==> src/shared/chg_cfg_pkg.sv <==
package chg_cfg_pkg;
  // Register locations
  localparam logic [7:0] TMR_REG_ADDR = 8'h05;
  localparam logic [7:0] OVP_REG_ADDR = 8'h06;
  // Reset values
  localparam logic [7:0] OVP_REG_RESET = 8'he0;
  localparam logic [0:0] TIMER_DOUBLE_RESET = 1'h1;
  localparam logic [0:0] DISCONNECT_RESET = 1'h0;
  localparam logic [0:0] THERM_ENABLE_RESET = 1'h1;
  // Field positions, timer/thermistor register
  localparam int TMR_DOUBLE_BIT = 7;
  localparam int TMR_DISCONNECT_BIT = 4;
  localparam int TMR_THERM_EN_BIT = 3;
  localparam int TMR_STAT_LSB = 0;
  // Field positions, overvoltage/test register
  localparam int OVP_THRESH_LSB = 5;
  localparam int OVP_RELEASE_BIT = 4;
  localparam int OVP_BATDET_BIT = 3;
  localparam int OVP_PTM_BIT = 2;
  localparam logic [7:0] OVP_WRITE_MASK = 8'hfc;
  // Thermistor status codes
  localparam logic [2:0] THERM_NORMAL = 3'h0;
  localparam logic [2:0] THERM_COLD = 3'h4;
  localparam logic [2:0] THERM_OPEN = 3'h7;
  // Overvoltage codes, millivolts per code
  localparam logic [13:0] OVP_MV_TABLE [8] = '{14'd6000, 14'd6500, 14'd7000, 14'd8000,
                                               14'd9000, 14'd9500, 14'd10000, 14'd10500};

  typedef struct packed {
    logic       wr_en;
    logic [7:0] addr;
    logic [7:0] wdata;
  } reg_req_t;

  typedef struct packed {
    logic current_reduced;
    logic input_present;
    logic battery_present;
    logic charge_terminated;
    logic dplus_held;
    logic [2:0] therm_code;
  } chg_status_t;

  typedef enum logic [1:0] {
    PTM_IDLE = 2'b00,
    PTM_ACTIVE = 2'b01,
    PTM_REFUSED = 2'b10
  } ptm_state_t;
endpackage
==> src/hw/charger_safety_test_config_regs.sv <==
// Contract
// - Doubling on: slow timer while current reduced
// - Doubling off: timer always normal rate
// - Disconnect on: input loss opens battery switch
// - Thermistor enable zero disables monitoring
// - Code 100 when cold, charging suspended
// - Register at 06, resets to e0
// - Three top bits select overvoltage trip
// - Bit four zero keeps D+ source
// - Writing one removes D+ 0.6V
// - Bit three forces detection, else conditional
// - Detection reports battery presence
// - Bit two enters production test mode
// - Refuse test mode with battery present
// - Doubling enable top bit, default one
// - Thermistor status low three bits, read-only
// - Disconnect bit four, thermistor enable bit three
`timescale 1ns/1ps
`default_nettype none
module charger_safety_test_config_regs
  import chg_cfg_pkg::*;
(
  input wire logic clk_sys_i,
  input wire logic rstn_i,
  input wire reg_req_t req_i,
  input wire chg_status_t status_i,
  input wire logic detect_done_i,
  input wire logic detect_found_i,
  output logic [7:0] rdata_o,
  output logic timer_half_rate_o,
  output logic battery_switch_off_o,
  output logic thermistor_monitor_en_o,
  output logic charge_suspend_cold_o,
  output logic [2:0] input_overvoltage_threshold_o,
  output logic [13:0] ovp_trip_mv_o,
  output logic dplus_source_on_o,
  output logic battery_detect_start_o,
  output logic production_test_start_o,
  output logic production_test_mode_o,
  output logic input_current_limit_off_o,
  output logic battery_present_o
);
  typedef struct packed {
    logic timer_double_enable;
    logic battery_disconnect_on_input_loss;
    logic thermistor_sense_enable;
    logic [7:0] ovp_reg;
    logic [2:0] therm_stat;
    ptm_state_t production_test_mode;
    logic bat_seen;
    logic [7:0] rdata;
  } cfg_state_t;

  cfg_state_t st_ff;
  cfg_state_t nxt_st;
  logic detect_level;
  logic detect_pulse;
  logic ptm_pulse;

  function automatic logic hit(input reg_req_t r, input logic [7:0] a);
    return r.wr_en && (r.addr == a);
  endfunction

  // Unforced detection still starts on termination or on a test request
  assign detect_level = st_ff.ovp_reg[OVP_BATDET_BIT] | status_i.charge_terminated |
    st_ff.ovp_reg[OVP_PTM_BIT];

  req_pulse u_detect_pulse (
    .clk_sys_i(clk_sys_i),
    .rstn_i(rstn_i),
    .level_i(detect_level),
    .pulse_o(detect_pulse)
  );

  req_pulse u_ptm_pulse (
    .clk_sys_i(clk_sys_i),
    .rstn_i(rstn_i),
    .level_i(st_ff.ovp_reg[OVP_PTM_BIT]),
    .pulse_o(ptm_pulse)
  );

  always_comb begin
    nxt_st = st_ff;
    if (hit(req_i, TMR_REG_ADDR)) begin
      nxt_st.timer_double_enable = req_i.wdata[TMR_DOUBLE_BIT];
      nxt_st.battery_disconnect_on_input_loss = req_i.wdata[TMR_DISCONNECT_BIT];
      nxt_st.thermistor_sense_enable = req_i.wdata[TMR_THERM_EN_BIT];
    end else if (hit(req_i, OVP_REG_ADDR)) begin
      // Unused low bits held at zero even if host misbehaves
      nxt_st.ovp_reg = req_i.wdata & OVP_WRITE_MASK;
    end
    // Status is read-only, tracks the sensor unless disabled
    nxt_st.therm_stat = st_ff.thermistor_sense_enable ? status_i.therm_code
                                                      : THERM_OPEN;
    if (detect_done_i) begin
      nxt_st.bat_seen = detect_found_i;
    end
    case (st_ff.production_test_mode)
      PTM_IDLE: begin
        if (ptm_pulse) begin
          if (status_i.battery_present || st_ff.bat_seen) begin
            nxt_st.production_test_mode = PTM_REFUSED;
          end else begin
            nxt_st.production_test_mode = PTM_ACTIVE;
          end
        end
      end
      PTM_ACTIVE, PTM_REFUSED: begin
        if (!st_ff.ovp_reg[OVP_PTM_BIT]) begin
          nxt_st.production_test_mode = PTM_IDLE;
        end
      end
      default: nxt_st.production_test_mode = PTM_IDLE;
    endcase
    if (req_i.addr == TMR_REG_ADDR) begin
      nxt_st.rdata = {st_ff.timer_double_enable, 2'h0,
                      st_ff.battery_disconnect_on_input_loss,
                      st_ff.thermistor_sense_enable, st_ff.therm_stat};
    end else if (req_i.addr == OVP_REG_ADDR) begin
      nxt_st.rdata = st_ff.ovp_reg;
    end else begin
      nxt_st.rdata = 8'h00;
    end
  end

  always_ff @(posedge clk_sys_i) begin
    if (!rstn_i) begin
      st_ff.timer_double_enable <= TIMER_DOUBLE_RESET;
      st_ff.battery_disconnect_on_input_loss <= DISCONNECT_RESET;
      st_ff.thermistor_sense_enable <= THERM_ENABLE_RESET;
      st_ff.ovp_reg <= OVP_REG_RESET;
      st_ff.therm_stat <= THERM_NORMAL;
      st_ff.production_test_mode <= PTM_IDLE;
      st_ff.bat_seen <= 1'b0;
      st_ff.rdata <= 8'h00;
    end else begin
      st_ff <= nxt_st;
    end
  end

  assign rdata_o = st_ff.rdata;
  assign timer_half_rate_o = st_ff.timer_double_enable & status_i.current_reduced;
  assign battery_switch_off_o = st_ff.battery_disconnect_on_input_loss &
                                ~status_i.input_present;
  assign thermistor_monitor_en_o = st_ff.thermistor_sense_enable;
  // Suspended only while the registered status reads cold; clears once it leaves code 100
  assign charge_suspend_cold_o = (st_ff.therm_stat == THERM_COLD);
  assign input_overvoltage_threshold_o = st_ff.ovp_reg[OVP_THRESH_LSB +: 3];
  assign ovp_trip_mv_o = OVP_MV_TABLE[st_ff.ovp_reg[OVP_THRESH_LSB +: 3]];
  assign dplus_source_on_o = status_i.dplus_held &
                             ~st_ff.ovp_reg[OVP_RELEASE_BIT];
  assign battery_detect_start_o = detect_pulse;
  assign production_test_start_o = ptm_pulse & (st_ff.production_test_mode == PTM_IDLE) &
    ~(status_i.battery_present | st_ff.bat_seen);
  assign production_test_mode_o = (st_ff.production_test_mode == PTM_ACTIVE);
  assign input_current_limit_off_o = (st_ff.production_test_mode == PTM_ACTIVE);
  assign battery_present_o = st_ff.bat_seen;

  property p_reset_value;
    @(posedge clk_sys_i) $rose(rstn_i) |-> st_ff.ovp_reg == OVP_REG_RESET;
  endproperty
  a_reset_value: assert property (p_reset_value) else $error("ovp reset value wrong");

  property p_write_ovp;
    @(posedge clk_sys_i) disable iff (!rstn_i)
      hit(req_i, OVP_REG_ADDR) |=> st_ff.ovp_reg == ($past(req_i.wdata) & OVP_WRITE_MASK);
  endproperty
  a_write_ovp: assert property (p_write_ovp) else $error("ovp write lost");

  property p_low_bits_zero;
    @(posedge clk_sys_i) disable iff (!rstn_i) st_ff.ovp_reg[1:0] == 2'h0;
  endproperty
  a_low_bits_zero: assert property (p_low_bits_zero) else $error("unused bits set");

  property p_half_rate;
    @(posedge clk_sys_i) disable iff (!rstn_i)
      (hit(req_i, TMR_REG_ADDR) && !req_i.wdata[TMR_DOUBLE_BIT]) |=> !timer_half_rate_o;
  endproperty
  a_half_rate: assert property (p_half_rate) else $error("timer slowed wrongly");

  property p_cold;
    @(posedge clk_sys_i) disable iff (!rstn_i)
      (st_ff.thermistor_sense_enable && status_i.therm_code == THERM_COLD)
      |=> charge_suspend_cold_o;
  endproperty
  a_cold: assert property (p_cold) else $error("cold not suspended");

  property p_therm_off;
    @(posedge clk_sys_i) disable iff (!rstn_i)
      !st_ff.thermistor_sense_enable |=> st_ff.therm_stat == THERM_OPEN;
  endproperty
  a_therm_off: assert property (p_therm_off) else $error("disabled status wrong");

  property p_refuse;
    @(posedge clk_sys_i) disable iff (!rstn_i)
      (ptm_pulse && status_i.battery_present) |=> !production_test_mode_o [*2];
  endproperty
  a_refuse: assert property (p_refuse) else $error("test mode with battery");

  property p_start_single;
    @(posedge clk_sys_i) disable iff (!rstn_i)
      battery_detect_start_o |=> !battery_detect_start_o;
  endproperty
  a_start_single: assert property (p_start_single) else $error("detect not single");

  property p_release;
    @(posedge clk_sys_i) disable iff (!rstn_i)
      (hit(req_i, OVP_REG_ADDR) && req_i.wdata[OVP_RELEASE_BIT]) |=> !dplus_source_on_o;
  endproperty
  a_release: assert property (p_release) else $error("dplus not released");

  c_ptm: cover property (@(posedge clk_sys_i) disable iff (!rstn_i) $rose(production_test_mode_o));
  c_refuse: cover property (@(posedge clk_sys_i) disable iff (!rstn_i)
    st_ff.production_test_mode == PTM_REFUSED);
  c_detect: cover property (@(posedge clk_sys_i) disable iff (!rstn_i) battery_detect_start_o);
  c_cold: cover property (@(posedge clk_sys_i) disable iff (!rstn_i) charge_suspend_cold_o);
endmodule // charger_safety_test_config_regs
`default_nettype wire

==> src/hw/req_pulse.sv <==
`timescale 1ns/1ps
`default_nettype none
// Turns a level request bit into a one-cycle pulse on its rising edge
module req_pulse
  import chg_cfg_pkg::*;
(
  input wire logic clk_sys_i,
  input wire logic rstn_i,
  input wire logic level_i,
  output logic pulse_o
);
  typedef struct packed {
    logic prev;
  } pulse_state_t;
  pulse_state_t st_ff;
  pulse_state_t nxt_st;

  always_comb begin
    nxt_st.prev = level_i;
  end

  always_ff @(posedge clk_sys_i) begin
    if (!rstn_i) begin
      st_ff <= '0;
    end else begin
      st_ff <= nxt_st;
    end
  end

  assign pulse_o = level_i & ~st_ff.prev;
endmodule // req_pulse
`default_nettype wire

==> config.mk <==
export PLATFORM = sky130hd
export DESIGN_NAME = charger_safety_test_config_regs
export DESIGN_NICKNAME = d
export VERILOG_FILES = /design/src/shared/chg_cfg_pkg.sv /design/src/hw/charger_safety_test_config_regs.sv /design/src/hw/req_pulse.sv
export SDC_FILE = /design/constraint.sdc
export NUM_CORES = 1
export LEC_CHECK = 0
export BUFFER_PORTS_ARGS = -buffer_cell sky130_fd_sc_hd__clkbuf_2
export CORE_ASPECT_RATIO = 0.7
export CORE_MARGIN = 2
export CORE_UTILIZATION = 40
export DETAILED_ROUTE_END_ITERATION = 10
export PLACE_DENSITY = 0.71
export SLEW_MARGIN = 30
export SYNTH_ARGS = -nofsm -noshare
export SYNTH_HDL_FRONTEND = slang
export SYNTH_SLANG_ARGS = --single-unit
==> constraint.sdc <==
create_clock -name clk_sys_i -period 2.15 [get_ports clk_sys_i]
set_input_delay 0.3225 -clock clk_sys_i [delete_from_list [all_inputs] [get_ports clk_sys_i]]
set_output_delay 0.3225 -clock clk_sys_i [all_outputs]
set_load 0.02 [all_outputs]
Word level (Yosys, flattened, before mapping)
Memories as Yosys holds them, arrays and structs flattened.
Cells that the tools add are included.
Operators by class
  bitwise operators: 19
  $lt $le $gt $ge: 1
  equal/unequal tests: 7
  muxes and demuxes: 9
  reduce and logical (&&, ||, !) cells: 8
Operators with widths (count)
  $mux 14: 2
  $eq 8x3->1 const B: 2
  $mux 8: 2
  $not 1->1: 8
  $and 1x1->1: 7
  $mux 2: 3
  $ge 4x4->1 const B: 1
  $ne 2x2->1 const B: 2
  $not 3->4: 1
  $pmux 2 s2: 1
  $reduce_and 2->1: 2
  $eq 3x3->1 const B: 1
  $mux 3: 1
  $or 1x1->1: 3
  $reduce_or 3->1: 1
  $eq 2x1->1 const B: 1
  $eq 2x2->1 const B: 1
  $logic_and 1x1->1: 2
  $logic_not 2->1: 1
  $reduce_or 2->1: 1
  $logic_or 1x1->1: 1
Word-level totals
  memories kept: 1
  memory bits (read-only): 112
  bits in registers: 25
  input port bits: 29
  output and inout port bits: 35
  word-level logic and storage cells: 56
Memory list
  (name not given): depth 8, bits a word 14, rd ports 1, clocked after Yosys merged registers in 0, write ports 0, RTL line charger_safety_test_config_regs.sv:149  | assign ovp_trip_mv_o = OVP_MV_TABLE[st_ff.ovp_reg[OVP_THRESH_LSB +: 3]];

Longest topological paths before layout
Gate-level depths: netlist of the first run.
  depth after elaboration: 4
  depth in mapped cells: 6
  depth with buffers taken out: 6

Cells and area by module
A second synthesis of the first run with hierarchy kept.
Second synthesis, totals
  cell total of the unflattened synthesis: 144
  area total of the unflattened synthesis: 1332.5 um2
Modules (own cells, without submodules)
  charger_safety_test_config_regs: area an instance 1252.5 um2, sequential area each 460.4 um2, cells an instance 138, times used 1
  req_pulse: area an instance 40.0 um2, sequential area each 20.0 um2, cells an instance 3, times used 2

Worst setup path before layout of the first run
No wires, ideal clock.
  kind: register to output
  from: register st_ff (netlist bit input_overvoltage_threshold_o[0])
  to: output port ovp_trip_mv_o[10]
  slack: 0.595 ns
  required time: 1.827 ns
  arrival: 1.232 ns
  stages on the path, launching flop included: 4
  path through: dfxtp_1 -> inv_1 -> ha_1 -> xnor2_1
On the way
  word-level cells in the longest chain between the ends: 4
RTL lines
  from (decl): RTL line charger_safety_test_config_regs.sv:54  | cfg_state_t st_ff;
  from (signal assigned): RTL line charger_safety_test_config_regs.sv:137  | st_ff <= nxt_st;
  $not 3->4 (not written as such): RTL line charger_safety_test_config_regs.sv:149
  $mem_v2 8x14
  $mux 14 (not written as such) (2 in a row): RTL line charger_safety_test_config_regs.sv:149
  to (decl): RTL line charger_safety_test_config_regs.sv:35  | output logic [13:0] ovp_trip_mv_o,
Every way passes these cells. The select of a mux whose other input is x is not followed.

Worst setup path in the final report of the first run
Same ends and word-level chain as after synthesis.

==> impl_metrics.yaml, run 1 <==
clock_network:
  cts_setup_buffers: 0
  hold_buffers: 0
  htreeDepth: 1
  clk_pin_slew_ns: 0.08
  cts_tree: "done"
  cts_resized: 0
  clock_path_buffers: 2
  insertion_delay_ns: 0.26
  cts_sinks: 25
  cts_root_buffer: "clkbuf_8"
  cts_made_buffers: 3
yosys:
  synth_largest_area_cell: "dfxtp_1"
  synth_area_per_cell_sq_um: 9.17
  ys_seq_elements: 25
  ys_seq_area_frac: 0.390
  synth_cells: 140
  synth_warnings: 0
  synth_cell_types: 32
  synth_area_sq_um: 1280
  netlist_top_cells_area: "dfxtp_1 39%, buf_4 11%, ha_1 7.8%"
  synth.top_cell.area_share: 0.390
outcome:
  status: "completed"
cells_and_area:
  final_util: 0.493
  antennaDiodeCount: 0
  area_delta_synth_final_pct: 19.3
  layout.nets: 221
  final_layout_size_suffix_gt1_frac: 0.372
  seqCellArea_sq_um: 500
  fillers: 304
  multiInputGateArea_sq_um: 608
route:
  antenna_left: 0
  dr.pass1.iters: 4
  vias_per_cell: 4.60
  drt_iter0_drc: 22
  wl_met1_mm: 1.14
  wl_met3_um: 115
  drc_errors: 0
  drt-total-wl_mm: 2.39
  post_drt_wl_per_cell_um: 10.8
  vias: 1017
  top_layer_used: "met4"
  dr_wl_met2_mm: 1.09
floorplanning:
  row_count: 17
  die_x_um: 71.7
  ios: 64
  die_h_um: 51.4
  start_util: 0.413
  dieArea_sq_um: 3690
  core_area_sq_um: 3110
critical_path:
  critPathKind: "reg -> out"
  crit_path_end_kind: "primary output"
  crit_path_max_fanout: 9
  r2r_setup_slack_ns: 0.83
  cp.arrival_ns: 1.55
  start_kind: "flip-flop"
  crit_required_ns: 1.83
pwr:
  powerDensity_nw_per_um2: 527
  p_leak_nw: 0.796
  vdd_drop_max_mv: 0.320
timing:
  grt_setup_unrepaired: "false"
  setup_viol: 0
  max_freq_mhz: 533
  period_needed_ns: 1.87
  fin_crit_sh: 0.872
  setup-tns-final_ns: 0
  hold_violations: 0
  finalMaxSlewViolations: 0
  clock_skew_ns: 0.000935
placed_design:
  gp_congestion: 0.797
  port_buffers: 57
  dp_hpwl_mm: 1.96
grt:
  track_usage: 0.140
  antenna_found_initial: 0
  grt_first_pass_wirelength_mm: 4.04
  grt_pass1_vias: 919
  grt_max_degree: 22
  grt_overflow_total: 0
worst_hold_path:
  min_path_type: "in -> reg"
flow_run:
  cap_violations: 0
==> worst paths after layout <==
path,start,endpoint,depth (start not counted)
setup / recovery,input_overvoltage_threshold_o[0]$_SDFFE_PN1P_,ovp_trip_mv_o[10],4
hold / removal,req_i[5],input_overvoltage_threshold_o[0]$_SDFFE_PN1P_,3
setup reg to reg,st_ff[9]$_SDFFE_PN0P_,st_ff[10]$_SDFFE_PN0P_,5
hold reg to reg,st_ff[11]$_SDFF_PN0_,rdata_o[0]$_SDFF_PN0_,1
==> cells in the final DEF, fill, tap and decap left out, types with 2 or more instances in the layout <==
master    Yosys  final
a21boi_0      3      3
a21oi_1       3      3
a22oi_1       4      4
and2_1        3      3
and3_1        4      4
buf_4        18      2
clkbuf_2      0     57
clkbuf_8      0      3
conb_1        2      4
dfxtp_1      25     25
ha_1          8      8
inv_1         8      8
mux2_2        2      2
mux2i_1       7      7
nand2_1      12     12
nand3_1       3      3
nor2_1        8      8
nor2b_1       6      6
nor3_1        3      3
o21ai_0       2      2
o21ai_1       4      4
==> per-layer routing <==
layer / up-vias / GRT usage
li1: 532 / -
met1: 454 / 0.187
met2: 27 / 0.224
met3: 4 / 0.0355
met4: 0 / 0.0409
met5: - / 0
==> cell type report <==
type,count,area share
inverter,8,0.0196
clock buffer,4,0.0294
sequential,25,0.327
multi-input combinational,87,0.397
timing repair buffer,59,0.196
tap,38,0.0310
==> worst max-delay path, stage by stage (launching register included) <==
cell      delay [ns]
dfxtp_1         0.50
inv_1           0.13
ha_1            0.34
xnor2_1         0.14
clkbuf_2        0.19
==> cell usage after synthesis <==
library cell / instances
a21boi_0: 3
a21oi_1: 3
a22o_1: 1
a22oi_1: 4
and2_1: 3
and3_1: 4
and4bb_2: 1
buf_2: 2
buf_4: 18
clkbuf_1: 2
conb_1: 2
dfxtp_1: 25
ha_1: 8
inv_1: 8
mux2_2: 2
mux2i_1: 7
nand2_1: 12
nand2b_1: 1
nand3_1: 3
nand3_2: 1
nand3_4: 1
nand3b_1: 1
nor2_1: 8
nor2b_1: 6
nor3_1: 3
nor3b_1: 1
nor4_1: 1
nor4_4: 1
nor4bb_1: 1
o21ai_0: 2
o21ai_1: 4
xnor2_1: 1
==> logic make-up after synthesis <==
family,synth area share
XOR/XNOR,0.00682
other,0.00585
multiplexers,0.0721
AO/OA/AOI/OAI,0.0828
buffers and inverters,0.142
AND/OR/NAND/NOR,0.222
flip-flops,0.390
adder cells (fa/ha/maj),0.0780
==> sequential cells by signal (all words and copies together), names as in the netlist <==
signal and flops:
u_detect_pulse.st_ff 1, u_ptm_pulse.st_ff 1, battery_present_o 1, st_ff 10, thermistor_monitor_en_o 1, rdata_o 8, input_overvoltage_threshold_o 3
==> where the power goes <==
part           internal [W]   total, W  switching (W)
Clock              0.000132   0.000262       0.000130
Sequential         0.000468   0.000472     0.00000340
Combinational     0.0000325  0.0000729      0.0000405
==> stage by stage <==
stage / power, W / cells / hold WS [ns] / setup WS, ns / cell area (sq um)
6_report: 0.000807 / 221 / 0.271 / 0.275 / 1530
5_1_grt: 0.000844 / 221 / 0.291 / 0.182 / 1530
4_1_cts: 0.000815 / 221 / 0.265 / 0.267 / 1530
3_5_place_dp: 0.000556 / 217 / 0.474 / 0.559 / 1490
3_3_place_gp: 0.000556 / 217 / 0.475 / 0.558 / 1490
2_1_floorplan: 0.000525 / 142 / 0.447 / 0.595 / 1290
No activity file was read; power rests on OpenSTA's default activity.
==> run 2: changes to the inputs <==
--- a/config.mk
+++ b/config.mk
@@ -8,9 +8,9 @@
 export BUFFER_PORTS_ARGS = -buffer_cell sky130_fd_sc_hd__clkbuf_2
 export CORE_ASPECT_RATIO = 0.7
 export CORE_MARGIN = 2
-export CORE_UTILIZATION = 40
+export CORE_UTILIZATION = 34
 export DETAILED_ROUTE_END_ITERATION = 10
-export PLACE_DENSITY = 0.71
+export PLACE_DENSITY = 0.62
 export SLEW_MARGIN = 30
 export SYNTH_ARGS = -nofsm -noshare
 export SYNTH_HDL_FRONTEND = slang
==> impl_metrics.yaml, run 2 (same netlist as run 1, synthesis figures left out) <==
clock_network:
  cts_tree: "done"
  insertion_delay_ns: 0.26
  htreeDepth: 1
  cts_root_buffer: "clkbuf_8"
  hold_buffers: 0
  clk_pin_slew_ns: 0.08
  cts_resized: 0
  cts_setup_buffers: 0
  cts_made_buffers: 3
  clock_path_buffers: 2
  cts_sinks: 25
critical_path:
  crit_path_max_fanout: 9
  start_kind: "flip-flop"
  crit_path_end_kind: "primary output"
  crit_required_ns: 1.83
  critPathKind: "reg -> out"
  cp.arrival_ns: 1.57
floorplanning:
  dieArea_sq_um: 4290
  row_count: 18
  core_area_sq_um: 3580
  ios: 64
  die_x_um: 77.4
  start_util: 0.358
  die_h_um: 55.4
route:
  post_drt_wl_per_cell_um: 10.6
  vias_per_cell: 4.21
  vias: 981
  dr.pass1.iters: 4
  drc_errors: 0
  drt-total-wl_mm: 2.47
  drt_iter0_drc: 91
  antenna_left: 0
timing:
  max_freq_mhz: 530
  finalMaxSlewViolations: 0
  grt_setup_unrepaired: "false"
  setup_viol: 0
  setup-tns-final_ns: 0
  period_needed_ns: 1.89
  setup_ws_ns: 0.262
  fin_crit_sh: 0.878
  clock_skew_ns: 0.00474
  hold_violations: 0
grt:
  grt_overflow_total: 0
  grt_pass1_vias: 850
  track_usage: 0.118
  antenna_found_initial: 0
  grt_first_pass_wirelength_mm: 4.03
  grt_max_degree: 22
cells_and_area:
  top_register: "st_ff"
  layout_commonest_cell: "clkbuf_2"
  antennaDiodeCount: 0
  final_layout_size_suffix_gt1_frac: 0.377
  final_cell_mix: "57 x clkbuf_2, 25 x dfxtp_1, 12 x nand2_1"
  layout.nets: 221
  largest_reg_flops: 10
  area_delta_synth_final_pct: 20.6
worst_hold_path:
  min_path_type: "in -> reg"
pwr:
  power_switching_w: 0.000182
  combPwrFrac: 0.091
  clkPwrFrac: 0.328
  internal-power_w: 0.000630
  p_leak_nw: 0.799
  pwr-share-seq: 0.580
  vdd_drop_max_mv: 0.215
  powerDensity_nw_per_um2: 525
  switching_share: 0.224
outcome:
  status: "completed"
placed_design:
  pre_cts_ws_ns: 0.536
  dp_hpwl_mm: 2.03
  gp_congestion: 0.755
  port_buffers: 57
flow_run:
  cap_violations: 0
run 2: cell count changes in the layout (fill, tap and decap cells not counted):
cell	change
clkinv_2	+1
clkbuf_1	-1
run 2: metal layers:
layer | global-route usage | routed length [um] | part of all wire | up-vias
li1 | - | - | - | 530
met4 | 0.0230 | 0 | 0 | 0
met2 | 0.154 | 1030 | 0.42 | 30
met1 | 0.182 | 1290 | 0.52 | 421
met5 | 0 | 0 | 0 | -
met3 | 0.0425 | 160 | 0.065 | 0
run 2: path summary, 6_finish.rpt:
kind | start | end | slack, ns | cells past startpoint
hold reg to reg | st_ff[11]$_SDFF_PN0_ | rdata_o[0]$_SDFF_PN0_ | 0.48 | 1
setup / recovery | input_overvoltage_threshold_o[0]$_SDFFE_PN1P_ | ovp_trip_mv_o[10] | 0.26 | 4
setup reg to reg | st_ff[9]$_SDFFE_PN0P_ | st_ff[9]$_SDFFE_PN0P_ | 0.87 | 5
hold / removal | req_i[6] | input_overvoltage_threshold_o[1]$_SDFFE_PN1P_ | 0.27 | 3
run 2: power by group through the flow:
stage,sequential (W),clock (W),combinational [W]
floorplan,0.000483,0,0.0000418
global placement,0.000482,0,0.0000745
detailed placement,0.000482,0,0.0000750
CTS,0.000471,0.000276,0.0000752
global route,0.000472,0.000295,0.0000824
finish,0.000471,0.000267,0.0000743
run 2: critical path, cell delays in order, from the launching register on:
cell	delay, ns
dfxtp_1	0.50
inv_1	0.13
ha_1	0.34
xnor2_1	0.15
clkbuf_2	0.19
run 2: layout make-up:
class	instances	area [sq um]
tap	50	62.6
timing repair buffer	59	300
clock buffer	3	41.3
sequential	25	500
clock inverter	1	5.00
multi-input combinational	87	608
inverter	8	30.0
fill	371	2030
run 2: per-stage QoR:
stage                     power [W]  area [sq um]   util  instances  hold slack, ns
after floorplan            0.000525          1290      -        142           0.447
after global placement     0.000557          1500  0.419        229           0.469
after detailed placement   0.000557          1500  0.419        229           0.468
after CTS                  0.000823          1550  0.432        233           0.259
after global routing       0.000849          1550  0.432        233           0.265
final                      0.000812          1550  0.432        233           0.265
